## src/design/epv_pkg.sv

```systemverilog
package epv_pkg;

  ////////////////////////////////////////////////////////////////////////////
  // Vector layout
  localparam int unsigned DEV_SRC_N = 56;
  localparam logic [15:0] VEC_PIN_POR = 16'hFFFE;
  localparam logic [15:0] VEC_CLKMON = 16'hFFFC;
  localparam logic [15:0] VEC_WATCHDOG = 16'hFFFA;
  localparam logic [7:0] OFS_TRAP = 8'hF8;
  localparam logic [7:0] OFS_SWI = 8'hF6;
  localparam logic [7:0] OFS_HIGH = 8'hF4;
  localparam logic [7:0] OFS_LOW_TOP = 8'hF2;
  localparam logic [7:0] OFS_DEV_TOP = 8'hF0;
  localparam logic [7:0] OFS_SPURIOUS = 8'h80;
  localparam logic [7:0] BASE_LOW_BYTE = 8'h00;
  localparam logic [7:0] DEBUG_BASE = 8'hFF;
  localparam logic [7:0] VBR_RESET = 8'hFF;

  ////////////////////////////////////////////////////////////////////////////
  // Register map
  localparam logic [7:0] ADDR_VBR = 8'h00;
  localparam logic [7:0] ADDR_CTRL = 8'h04;
  localparam logic [7:0] ADDR_STATUS = 8'h08;
  localparam int unsigned CTRL_LINK_BIT = 0;
  localparam logic CTRL_LINK_RESET = 1'b0;
  localparam int unsigned STAT_VEC_LSB = 0;
  localparam int unsigned STAT_PEND_BIT = 16;
  localparam int unsigned STAT_SPUR_BIT = 17;
  localparam logic [1:0] RESP_OKAY = 2'h0;
  localparam logic [1:0] RESP_SLVERR = 2'h2;

  // Device sources able to assert without a clock (stop-mode wake-up)
  localparam logic [DEV_SRC_N-1:0] DEV_ASYNC_MASK = {DEV_SRC_N{1'b1}};

  ////////////////////////////////////////////////////////////////////////////
  // Request bundle
  typedef struct packed {
    logic rst_pin_por;
    logic rst_clkmon;
    logic rst_watchdog;
    logic trap;
    logic swi_or_debug;
    logic high_pin;
    logic link_err;
    logic low_pin;
    logic link_irq;
    logic low_mask;
    logic high_mask;
    logic [DEV_SRC_N-1:0] dev;
  } epv_req_t;

  typedef enum logic [1:0] {
    ST_IDLE = 2'b01,
    ST_HOLD = 2'b10
  } epv_state_t;

endpackage

```

## src/design/epv_vector_unit.sv

```systemverilog
module epv_vector_unit
  import epv_pkg::*;
(
  // Clock and reset
  input wire logic aclk,
  input wire logic aresetn,
  // Exception requests and CPU mask flags
  input wire epv_req_t req_in,
  input wire logic [DEV_SRC_N-1:0] dev_local_en,
  input wire logic debug_active,
  // CPU vector fetch
  input wire logic vec_req,
  output logic vec_valid,
  output logic [15:0] vec_addr,
  output logic irq_low_pending,
  output logic irq_high_pending,
  // Stop-mode wake-up
  output logic wake_stop,
  output logic wake_resume_only,
  // AXI4-Lite slave
  input wire logic [7:0] s_awaddr,
  input wire logic s_awvalid,
  output logic s_awready,
  input wire logic [31:0] s_wdata,
  input wire logic [3:0] s_wstrb,
  input wire logic s_wvalid,
  output logic s_wready,
  output logic [1:0] s_bresp,
  output logic s_bvalid,
  input wire logic s_bready,
  input wire logic [7:0] s_araddr,
  input wire logic s_arvalid,
  output logic s_arready,
  output logic [31:0] s_rdata,
  output logic [1:0] s_rresp,
  output logic s_rvalid,
  input wire logic s_rready
);

  ////////////////////////////////////////////////////////////////////////////
  // Synchroniser and registers
  epv_req_t sync_a;
  epv_req_t sync_b;
  logic [DEV_SRC_N-1:0] en_a;
  logic [DEV_SRC_N-1:0] en_b;
  logic [7:0] vbr;
  logic link_sel;
  logic last_spurious;
  epv_state_t state;

  always_ff @(posedge aclk) begin
    if (!aresetn) begin
      sync_a <= '0;
      sync_b <= '0;
      en_a <= '0;
      en_b <= '0;
    end else begin
      sync_a <= req_in;
      sync_b <= sync_a;
      en_a <= dev_local_en;
      en_b <= en_a;
    end
  end

  ////////////////////////////////////////////////////////////////////////////
  // Priority decoding
  logic high_src;
  logic low_src;
  logic high_ok;
  logic nonlow_pend;
  logic low_ok;
  logic [DEV_SRC_N-1:0] dev_q;
  logic [7:0] base_hi;
  logic [15:0] next_vec;
  logic next_spur;

  assign high_src = link_sel ? sync_b.link_err : sync_b.high_pin;
  assign low_src = link_sel ? sync_b.link_irq : sync_b.low_pin;
  assign high_ok = high_src & ~sync_b.high_mask;
  assign nonlow_pend = sync_b.trap | sync_b.swi_or_debug | high_ok;
  assign low_ok = ~sync_b.low_mask & ~nonlow_pend;
  assign base_hi = debug_active ? DEBUG_BASE : vbr;

  genvar gi;
  generate
    for (gi = 0; gi < DEV_SRC_N; gi++) begin : g_dev
      assign dev_q[gi] = sync_b.dev[gi] & en_b[gi] & low_ok;
    end
  endgenerate

  always_comb begin
    next_vec = {base_hi, OFS_SPURIOUS};
    next_spur = 1'b1;
    // Index 0 sits at the top of the device range; lowest index wins
    for (int i = DEV_SRC_N - 1; i >= 0; i--) begin
      if (dev_q[i]) begin
        next_vec = {base_hi, OFS_DEV_TOP - 8'(2 * i)};
        next_spur = 1'b0;
      end
    end
    if (low_src && low_ok) begin
      next_vec = {base_hi, OFS_LOW_TOP};
      next_spur = 1'b0;
    end
    if (high_ok) begin
      next_vec = {base_hi, OFS_HIGH};
      next_spur = 1'b0;
    end
    if (sync_b.swi_or_debug) begin
      next_vec = {base_hi, OFS_SWI};
      next_spur = 1'b0;
    end
    if (sync_b.trap) begin
      next_vec = {base_hi, OFS_TRAP};
      next_spur = 1'b0;
    end
    if (sync_b.rst_watchdog) begin
      next_vec = VEC_WATCHDOG;
      next_spur = 1'b0;
    end
    if (sync_b.rst_clkmon) begin
      next_vec = VEC_CLKMON;
      next_spur = 1'b0;
    end
    if (sync_b.rst_pin_por) begin
      next_vec = VEC_PIN_POR;
      next_spur = 1'b0;
    end
  end

  ////////////////////////////////////////////////////////////////////////////
  // Vector fetch handshake
  always_ff @(posedge aclk) begin
    if (!aresetn) begin
      state <= ST_IDLE;
      vec_valid <= 1'b0;
      vec_addr <= 16'h0000;
      last_spurious <= 1'b0;
    end else begin
      case (state)
        ST_IDLE: begin
          if (vec_req) begin
            vec_addr <= next_vec;
            last_spurious <= next_spur;
            vec_valid <= 1'b1;
            state <= ST_HOLD;
          end
        end
        ST_HOLD: begin
          // Vector frozen until the CPU drops its request
          if (!vec_req) begin
            vec_valid <= 1'b0;
            state <= ST_IDLE;
          end
        end
        default: begin
          state <= ST_IDLE;
          vec_valid <= 1'b0;
        end
      endcase
    end
  end

  always_ff @(posedge aclk) begin
    if (!aresetn) begin
      irq_low_pending <= 1'b0;
      irq_high_pending <= 1'b0;
    end else begin
      irq_low_pending <= ((low_src & low_ok) | (|dev_q));
      irq_high_pending <= nonlow_pend;
    end
  end

  ////////////////////////////////////////////////////////////////////////////
  // Stop-mode wake-up: pure gates, since the clock is off in stop
  logic wake_high_raw;
  logic wake_low_raw;

  assign wake_high_raw = req_in.high_pin | req_in.link_err;
  assign wake_low_raw = ~req_in.low_mask & (req_in.low_pin | req_in.link_irq |
                        (|(req_in.dev & dev_local_en & DEV_ASYNC_MASK)));
  assign wake_stop = wake_high_raw | wake_low_raw;
  // Source must stay up until the resumed instruction runs
  assign wake_resume_only = wake_high_raw & req_in.high_mask & ~wake_low_raw;

  ////////////////////////////////////////////////////////////////////////////
  // AXI4-Lite slave
  logic aw_held;
  logic w_held;
  logic [7:0] aw_addr;
  logic [31:0] w_data;
  logic [3:0] w_strb;
  logic do_write;

  assign s_awready = ~aw_held & ~s_bvalid;
  assign s_wready = ~w_held & ~s_bvalid;
  assign s_arready = ~s_rvalid;
  assign do_write = aw_held & w_held & ~s_bvalid;

  always_ff @(posedge aclk) begin
    if (!aresetn) begin
      aw_held <= 1'b0;
      w_held <= 1'b0;
      aw_addr <= 8'h00;
      w_data <= 32'h00000000;
      w_strb <= 4'h0;
      s_bvalid <= 1'b0;
      s_bresp <= RESP_OKAY;
    end else begin
      if (s_awvalid && s_awready) begin
        aw_held <= 1'b1;
        aw_addr <= s_awaddr;
      end
      if (s_wvalid && s_wready) begin
        w_held <= 1'b1;
        w_data <= s_wdata;
        w_strb <= s_wstrb;
      end
      if (do_write) begin
        aw_held <= 1'b0;
        w_held <= 1'b0;
        s_bvalid <= 1'b1;
        if (aw_addr == ADDR_VBR || aw_addr == ADDR_CTRL || aw_addr == ADDR_STATUS) begin
          s_bresp <= RESP_OKAY;
        end else begin
          s_bresp <= RESP_SLVERR;
        end
      end else if (s_bvalid && s_bready) begin
        s_bvalid <= 1'b0;
      end
    end
  end

  always_ff @(posedge aclk) begin
    if (!aresetn) begin
      vbr <= VBR_RESET;
      link_sel <= CTRL_LINK_RESET;
    end else if (do_write && w_strb[0]) begin
      if (aw_addr == ADDR_VBR) begin
        vbr <= w_data[7:0];
      end else if (aw_addr == ADDR_CTRL) begin
        link_sel <= w_data[CTRL_LINK_BIT];
      end
    end
  end

  always_ff @(posedge aclk) begin
    if (!aresetn) begin
      s_rvalid <= 1'b0;
      s_rdata <= 32'h00000000;
      s_rresp <= RESP_OKAY;
    end else if (s_arvalid && s_arready) begin
      s_rvalid <= 1'b1;
      s_rresp <= RESP_OKAY;
      s_rdata <= 32'h00000000;
      if (s_araddr == ADDR_VBR) begin
        s_rdata[7:0] <= vbr;
      end else if (s_araddr == ADDR_CTRL) begin
        s_rdata[CTRL_LINK_BIT] <= link_sel;
      end else if (s_araddr == ADDR_STATUS) begin
        s_rdata[STAT_VEC_LSB +: 16] <= vec_addr;
        s_rdata[STAT_PEND_BIT] <= irq_low_pending | irq_high_pending;
        s_rdata[STAT_SPUR_BIT] <= last_spurious;
      end else begin
        s_rresp <= RESP_SLVERR;
      end
    end else if (s_rvalid && s_rready) begin
      s_rvalid <= 1'b0;
    end
  end

  ////////////////////////////////////////////////////////////////////////////
  // Checks
  a_vector_hold: assert property (@(posedge aclk) disable iff (!aresetn)
    vec_valid && vec_req |=> vec_valid && $stable(vec_addr))
    else $error("vector changed during fetch");

  a_vector_capture: assert property (@(posedge aclk) disable iff (!aresetn)
    state == ST_IDLE && vec_req |=> vec_valid && vec_addr == $past(next_vec))
    else $error("vector not taken from pending set");

  a_reset_top: assert property (@(posedge aclk) disable iff (!aresetn)
    sync_b.rst_pin_por |-> next_vec == VEC_PIN_POR)
    else $error("pin reset vector lost priority");

  a_spurious_vec: assert property (@(posedge aclk) disable iff (!aresetn)
    next_spur |-> next_vec[7:0] == OFS_SPURIOUS && next_vec[15:8] == base_hi &&
      !(|dev_q) && !nonlow_pend && !(low_src && low_ok) && !sync_b.rst_pin_por &&
      !sync_b.rst_clkmon && !sync_b.rst_watchdog)
    else $error("spurious vector wrong");

  a_debug_base: assert property (@(posedge aclk) disable iff (!aresetn)
    debug_active |-> next_vec[15:8] == DEBUG_BASE)
    else $error("debug base not forced");

  a_low_masked: assert property (@(posedge aclk) disable iff (!aresetn)
    sync_b.low_mask |-> !(|dev_q) && next_vec[7:0] != OFS_LOW_TOP)
    else $error("low request passed its mask");

  a_low_below: assert property (@(posedge aclk) disable iff (!aresetn)
    sync_b.trap && !sync_b.rst_pin_por && !sync_b.rst_clkmon && !sync_b.rst_watchdog
    |-> next_vec == {base_hi, OFS_TRAP})
    else $error("trap lost to lower source");

  a_high_wake: assert property (@(posedge aclk) disable iff (!aresetn)
    req_in.high_pin |-> wake_stop)
    else $error("high request did not wake");

  a_vbr_reset: assert property (@(posedge aclk)
    !aresetn |=> vbr == VBR_RESET)
    else $error("base register not reset to FF");

  // A trap, SWI/debug or unmasked high request keeps the low pending flag down; reset requests do not
  a_low_blocked: assert property (@(posedge aclk) disable iff (!aresetn)
    nonlow_pend |=> !irq_low_pending)
    else $error("low request pending beside a higher one");

  a_pending_mask: assert property (@(posedge aclk) disable iff (!aresetn)
    sync_b.low_mask |=> !irq_low_pending)
    else $error("low request pending under its mask");

  a_high_preempt: assert property (@(posedge aclk) disable iff (!aresetn)
    high_ok && !sync_b.trap && !sync_b.swi_or_debug && !sync_b.rst_pin_por &&
    !sync_b.rst_clkmon && !sync_b.rst_watchdog |-> next_vec == {base_hi, OFS_HIGH})
    else $error("high request did not win over low ones");

  a_dev_order: assert property (@(posedge aclk) disable iff (!aresetn)
    dev_q[0] && !low_src && !sync_b.rst_pin_por && !sync_b.rst_clkmon &&
    !sync_b.rst_watchdog |-> next_vec == {base_hi, OFS_DEV_TOP})
    else $error("top device source not vectored first");

  a_link_select: assert property (@(posedge aclk) disable iff (!aresetn)
    link_sel && sync_b.high_pin && !sync_b.link_err |-> !high_ok)
    else $error("high pin used while link present");

  a_vec_drop: assert property (@(posedge aclk) disable iff (!aresetn)
    vec_valid && !vec_req |=> !vec_valid)
    else $error("vector kept after fetch ended");

  // Wake path is gates only, so these hold in the same cycle
  a_low_wake_mask: assert property (@(posedge aclk) disable iff (!aresetn)
    req_in.low_mask && !req_in.high_pin && !req_in.link_err |-> !wake_stop)
    else $error("masked low request woke the core");

  a_resume_only: assert property (@(posedge aclk) disable iff (!aresetn)
    wake_resume_only |-> wake_stop && req_in.high_mask)
    else $error("resume without a masked high wake");

endmodule

```

## config.mk

```make
export PLATFORM = sky130hd
export DESIGN_NAME = epv_vector_unit
export DESIGN_NICKNAME = d
export VERILOG_FILES = /design/src/design/epv_pkg.sv /design/src/design/epv_vector_unit.sv
export SDC_FILE = /design/constraint.sdc
export NUM_CORES = 1
export LEC_CHECK = 0
export ABC_AREA = 1
export BUFFER_PORTS_ARGS = -buffer_cell sky130_fd_sc_hd__buf_2
export CAP_MARGIN = 20
export CORE_UTILIZATION = 58
export DETAILED_ROUTE_END_ITERATION = 10
export GPL_TIMING_DRIVEN = 1
export PLACE_DENSITY = 0.85
export SLEW_MARGIN = 40
export SYNTH_ARGS = -nofsm -noshare
export SYNTH_HDL_FRONTEND = slang
export SYNTH_SLANG_ARGS = --single-unit
```

## constraint.sdc

```tcl
create_clock -name aclk -period 9.5 [get_ports aclk]
set_input_delay 0.95 -clock aclk [delete_from_list [all_inputs] [get_ports aclk]]
set_output_delay 0.95 -clock aclk [all_outputs]
set_load 0.01 [all_outputs]
```

==> summary.txt <==
=================================================================================
Status                                                               finished, final reports clean
Minimum clock period after layout                                         4.59 ns
Wire per inst                                                             13.4 um
Buffers on Ports                                                              201
Proportion of layout cells with a drive suffix above 1                      0.172
LEAKAGE                                                                0.00787 uW
Number of instances in the synthesized netlist                              1,404
Total grt overflow                                                              0
Worst hold slack                                                         0.407 ns
Library cell occupying the most area in the post-synthesis netlist        dfxtp_1
Global-route wire length before repair                                  39,200 um
Sequential power share                                                      0.489
Combinational cell fraction of total power                                  0.079
Transition at the pin with the smallest max-transition slack             0.822 ns
Final critical-path share of the clock period                               0.483
Buffer count from post-CTS setup fixing                                         0
Critical path fanouts, max                                                     54
Worst min path class                                                   reg -> reg
Synth Area in Simple Gates                                                  0.218
Max transition margin                                                       0.447
Share of synthesized flip-flops with an asynchronous set or reset               0
Ratio of routed vias to standard cells                                       4.87
Fraction of synthesized area in multiplexers                                    0
Endpoint arrival time on the critical path                                5.07 ns
Initial Util                                                                0.594
1st-iter DRT viols                                                            604
Reg clk slew, reported paths                                              0.06 ns
H-Tree Depth                                                                    1
P_sw                                                                       660 uW
Fraction of the yosys area taken by sequential cells                        0.568
Worst setup EP type                                                      register
Total Routing Usage GR                                                      0.251
Total power divided by cell area                                       219 nW/um2
Count of pins over their slew limit                                             0
Number of enable-type register cells in the synthesized netlist                 0
Number of instances resized during post-cts repair                              0
Number of buffers created by CTS                                               31
Cell seen most often among critical-path stages                           nand2_1
Flop and latch count out of synthesis                                         316
Type of origin of the critical path                                      register
Number of buffers added to fix hold violations after cts                        0
Share of total power consumed by net switching                              0.227
Mean post-synth cell area                                                7.94 um2
Ys flop type                                                              dfxtp_1
Internal Dissipation                                                      2250 uW
Fin Setup TNS                                                                0 ns
Detailed-routing iteration count for the pre-antenna-repair pass                5
Compound-cell area share of the yosys netlist                              0.0758
Number of placement rows                                                       50
Required arrival time at the worst endpoint                               9.98 ns
Unrepaired setup endpoints after global routing                             false
Clock share of power                                                        0.432
Crit Path Class                                                        reg -> reg
Yosys synthesis warning count                                                   0
Count of antenna-violating nets left after detailed routing                     0
Number of endpoints with negative hold slack in the final report                0
Clock root buffer master                                                clkbuf_16
Dominant cells by area after synthesis                               dfxtp_1 57%, nand2_1 14%, inv_1 10%
Largest clock skew in the final design                                  0.0104 ns
Clock tree from TritonCTS                                                   built
Synthesized-area fraction occupied by xor and xnor cells                 0.000786
Top-area cell type share of the netlist area                                0.568
Hpwl dp                                                                 17,400 um
Antenna violations before repair                                                1
Final nets                                                                  1,778
Yosys cell types                                                               39
Endpoints failing setup                                                         0
Main combinational cell family by area after synthesis               simple AND/OR/NAND/NOR gates
Ports placed on the boundary                                                  246
Global placement routability congestion                                     0.876
Maximum number of pins on one net before global-route repair                  124
Worst supply voltage drop on vdd                                       0.000164 V
Number of global-route vias before repair                                   8,399
Final-layout fill cell count                                                1,418
# clock sinks                                                                 316
Max Root-Sink Buffers                                                           3
Sum of routed wire length over all layers                               24,700 um
Standard cell core area                                                18,800 um2
Post-detailed-route DRC marker count                                            0
Worst skew pair latency                                                   0.55 ns
Worst path max stage delay                                                0.47 ns
Area delta synth->final                                                     19.1%
Count of max-cap constraint violations                                          0
Die X                                                                      141 um
Synthesized area                                                       11,100 um2
Chip height                                                                141 um
Total via count after detailed routing                                      9,013
Standard cell with the maximum stage delay on the critical path           dfxtp_1
Maximum clock frequency                                                 0.218 GHz
Adder-Cell Fraction of Synth Area                                               0
Die area                                                               19,800 um2
=================================================================================
==> cells by family after synthesis <==
| kind of cell | after synthesis |
|---|---|
| simple gates | 571 |
| xor+xnor | 1 |
| buf+inv | 376 |
| other cells | 1 |
| compound gates | 139 |
| flops | 316 |
==> stage by stage <==
| stage | util | setup WS [ns] | instance area, um2 | std cells | total power [uW] |
|---|---|---|---|---|---|
| global route | 0.707 | 4.24 | 13300 | 1849 | 3010 |
| floorplan | - | 6.19 | 11200 | 1420 | 1590 |
| finish | 0.707 | 4.91 | 13300 | 1850 | 2910 |
| CTS | 0.707 | 4.99 | 13300 | 1849 | 2920 |
| detailed placement | 0.650 | 5.06 | 12200 | 1795 | 1670 |
| global placement | 0.649 | 5.08 | 12200 | 1795 | 1670 |
==> worst max-delay path: cells and delay by family, from the launching register on <==
family          cells  cell delay, ns
simple gates       56            3.47
buf+inv             1            0.41
compound gates      1            0.11
flops               1            0.47
==> metal layers <==
layer,vias to the layer above,part of all wire,track usage
met5,-,0.00044,0
met4,2,0.040,0.110
met3,67,0.074,0.0543
met2,327,0.46,0.425
met1,4034,0.42,0.308
li1,4583,-,-
==> layout by cell type, fill, tap and decap left out, types with 3 or more instances in the layout <==
| cell type | instances |
|---|---|
| clkbuf_8 | 10 |
| bufinv_16 | 4 |
| a21oi_1 | 40 |
| dfxtp_1 | 316 |
| inv_6 | 3 |
| nor4_1 | 7 |
| a221oi_1 | 4 |
| nor3_1 | 8 |
| nand3_1 | 52 |
| conb_1 | 17 |
| nand3_4 | 7 |
| clkinv_1 | 4 |
| nand3_2 | 3 |
| inv_1 | 306 |
| nor2_1 | 41 |
| and2_1 | 5 |
| a22o_1 | 7 |
| nand2_2 | 3 |
| o211ai_1 | 20 |
| nand2_1 | 422 |
| nand4_1 | 19 |
| clkinv_2 | 5 |
| clkbuf_16 | 31 |
| inv_2 | 3 |
| o21ai_1 | 8 |
| o21ai_0 | 33 |
| buf_2 | 200 |
| a31oi_1 | 18 |
==> state kept, by name (all words and copies together) (netlist names), 8 cells and up <==
register  cells
sync_a       67
s_rdata      18
w_data        8
en_b         56
aw_addr       8
vbr           8
sync_b       67
vec_addr     15
en_a         56
==> synth_stat cells, types with 5 or more instances <==
master	count
nor2_1	41
dfxtp_1	316
a21oi_1	40
nand2_1	422
clkbuf_1	38
nand3_4	7
nand4_1	19
buf_4	17
nand3_1	52
a22o_1	7
inv_1	306
nor4_1	8
o21ai_0	33
o21ai_1	8
a31oi_1	18
o211ai_1	20
and2_1	5
nor3_1	9
==> power by group through the flow <==
stage	Sequential, uW	Clock, uW	Combinational, uW
CTS	1420	1270	227
detailed placement	1450	0	224
floorplan	1450	0	140
global route	1430	1330	257
global placement	1450	0	218
finish	1420	1260	229
==> cell type report <==
type,instances,area (um2),area share
repair buffers,203,1030,0.0778
clock inverters,12,170,0.0128
clock buffers,42,907,0.0683
multi-input cells,728,3360,0.253
diodes,1,2.50,0.000188
well taps,234,293,0.0221
inverters,314,1180,0.0892
flip-flops and latches,316,6330,0.476
==> final timing paths <==
check / start / endpoint / slack, ns / cells past startpoint
setup / recovery: link_sel / vec_addr[1] / 4.91 / 58
hold / removal: en_a[38] / en_b[38] / 0.41 / 2
setup reg to reg: link_sel / vec_addr[1] / 4.91 / 58
hold reg to reg: en_a[38] / en_b[38] / 0.41 / 2
(Power assumes the default switching activity.)
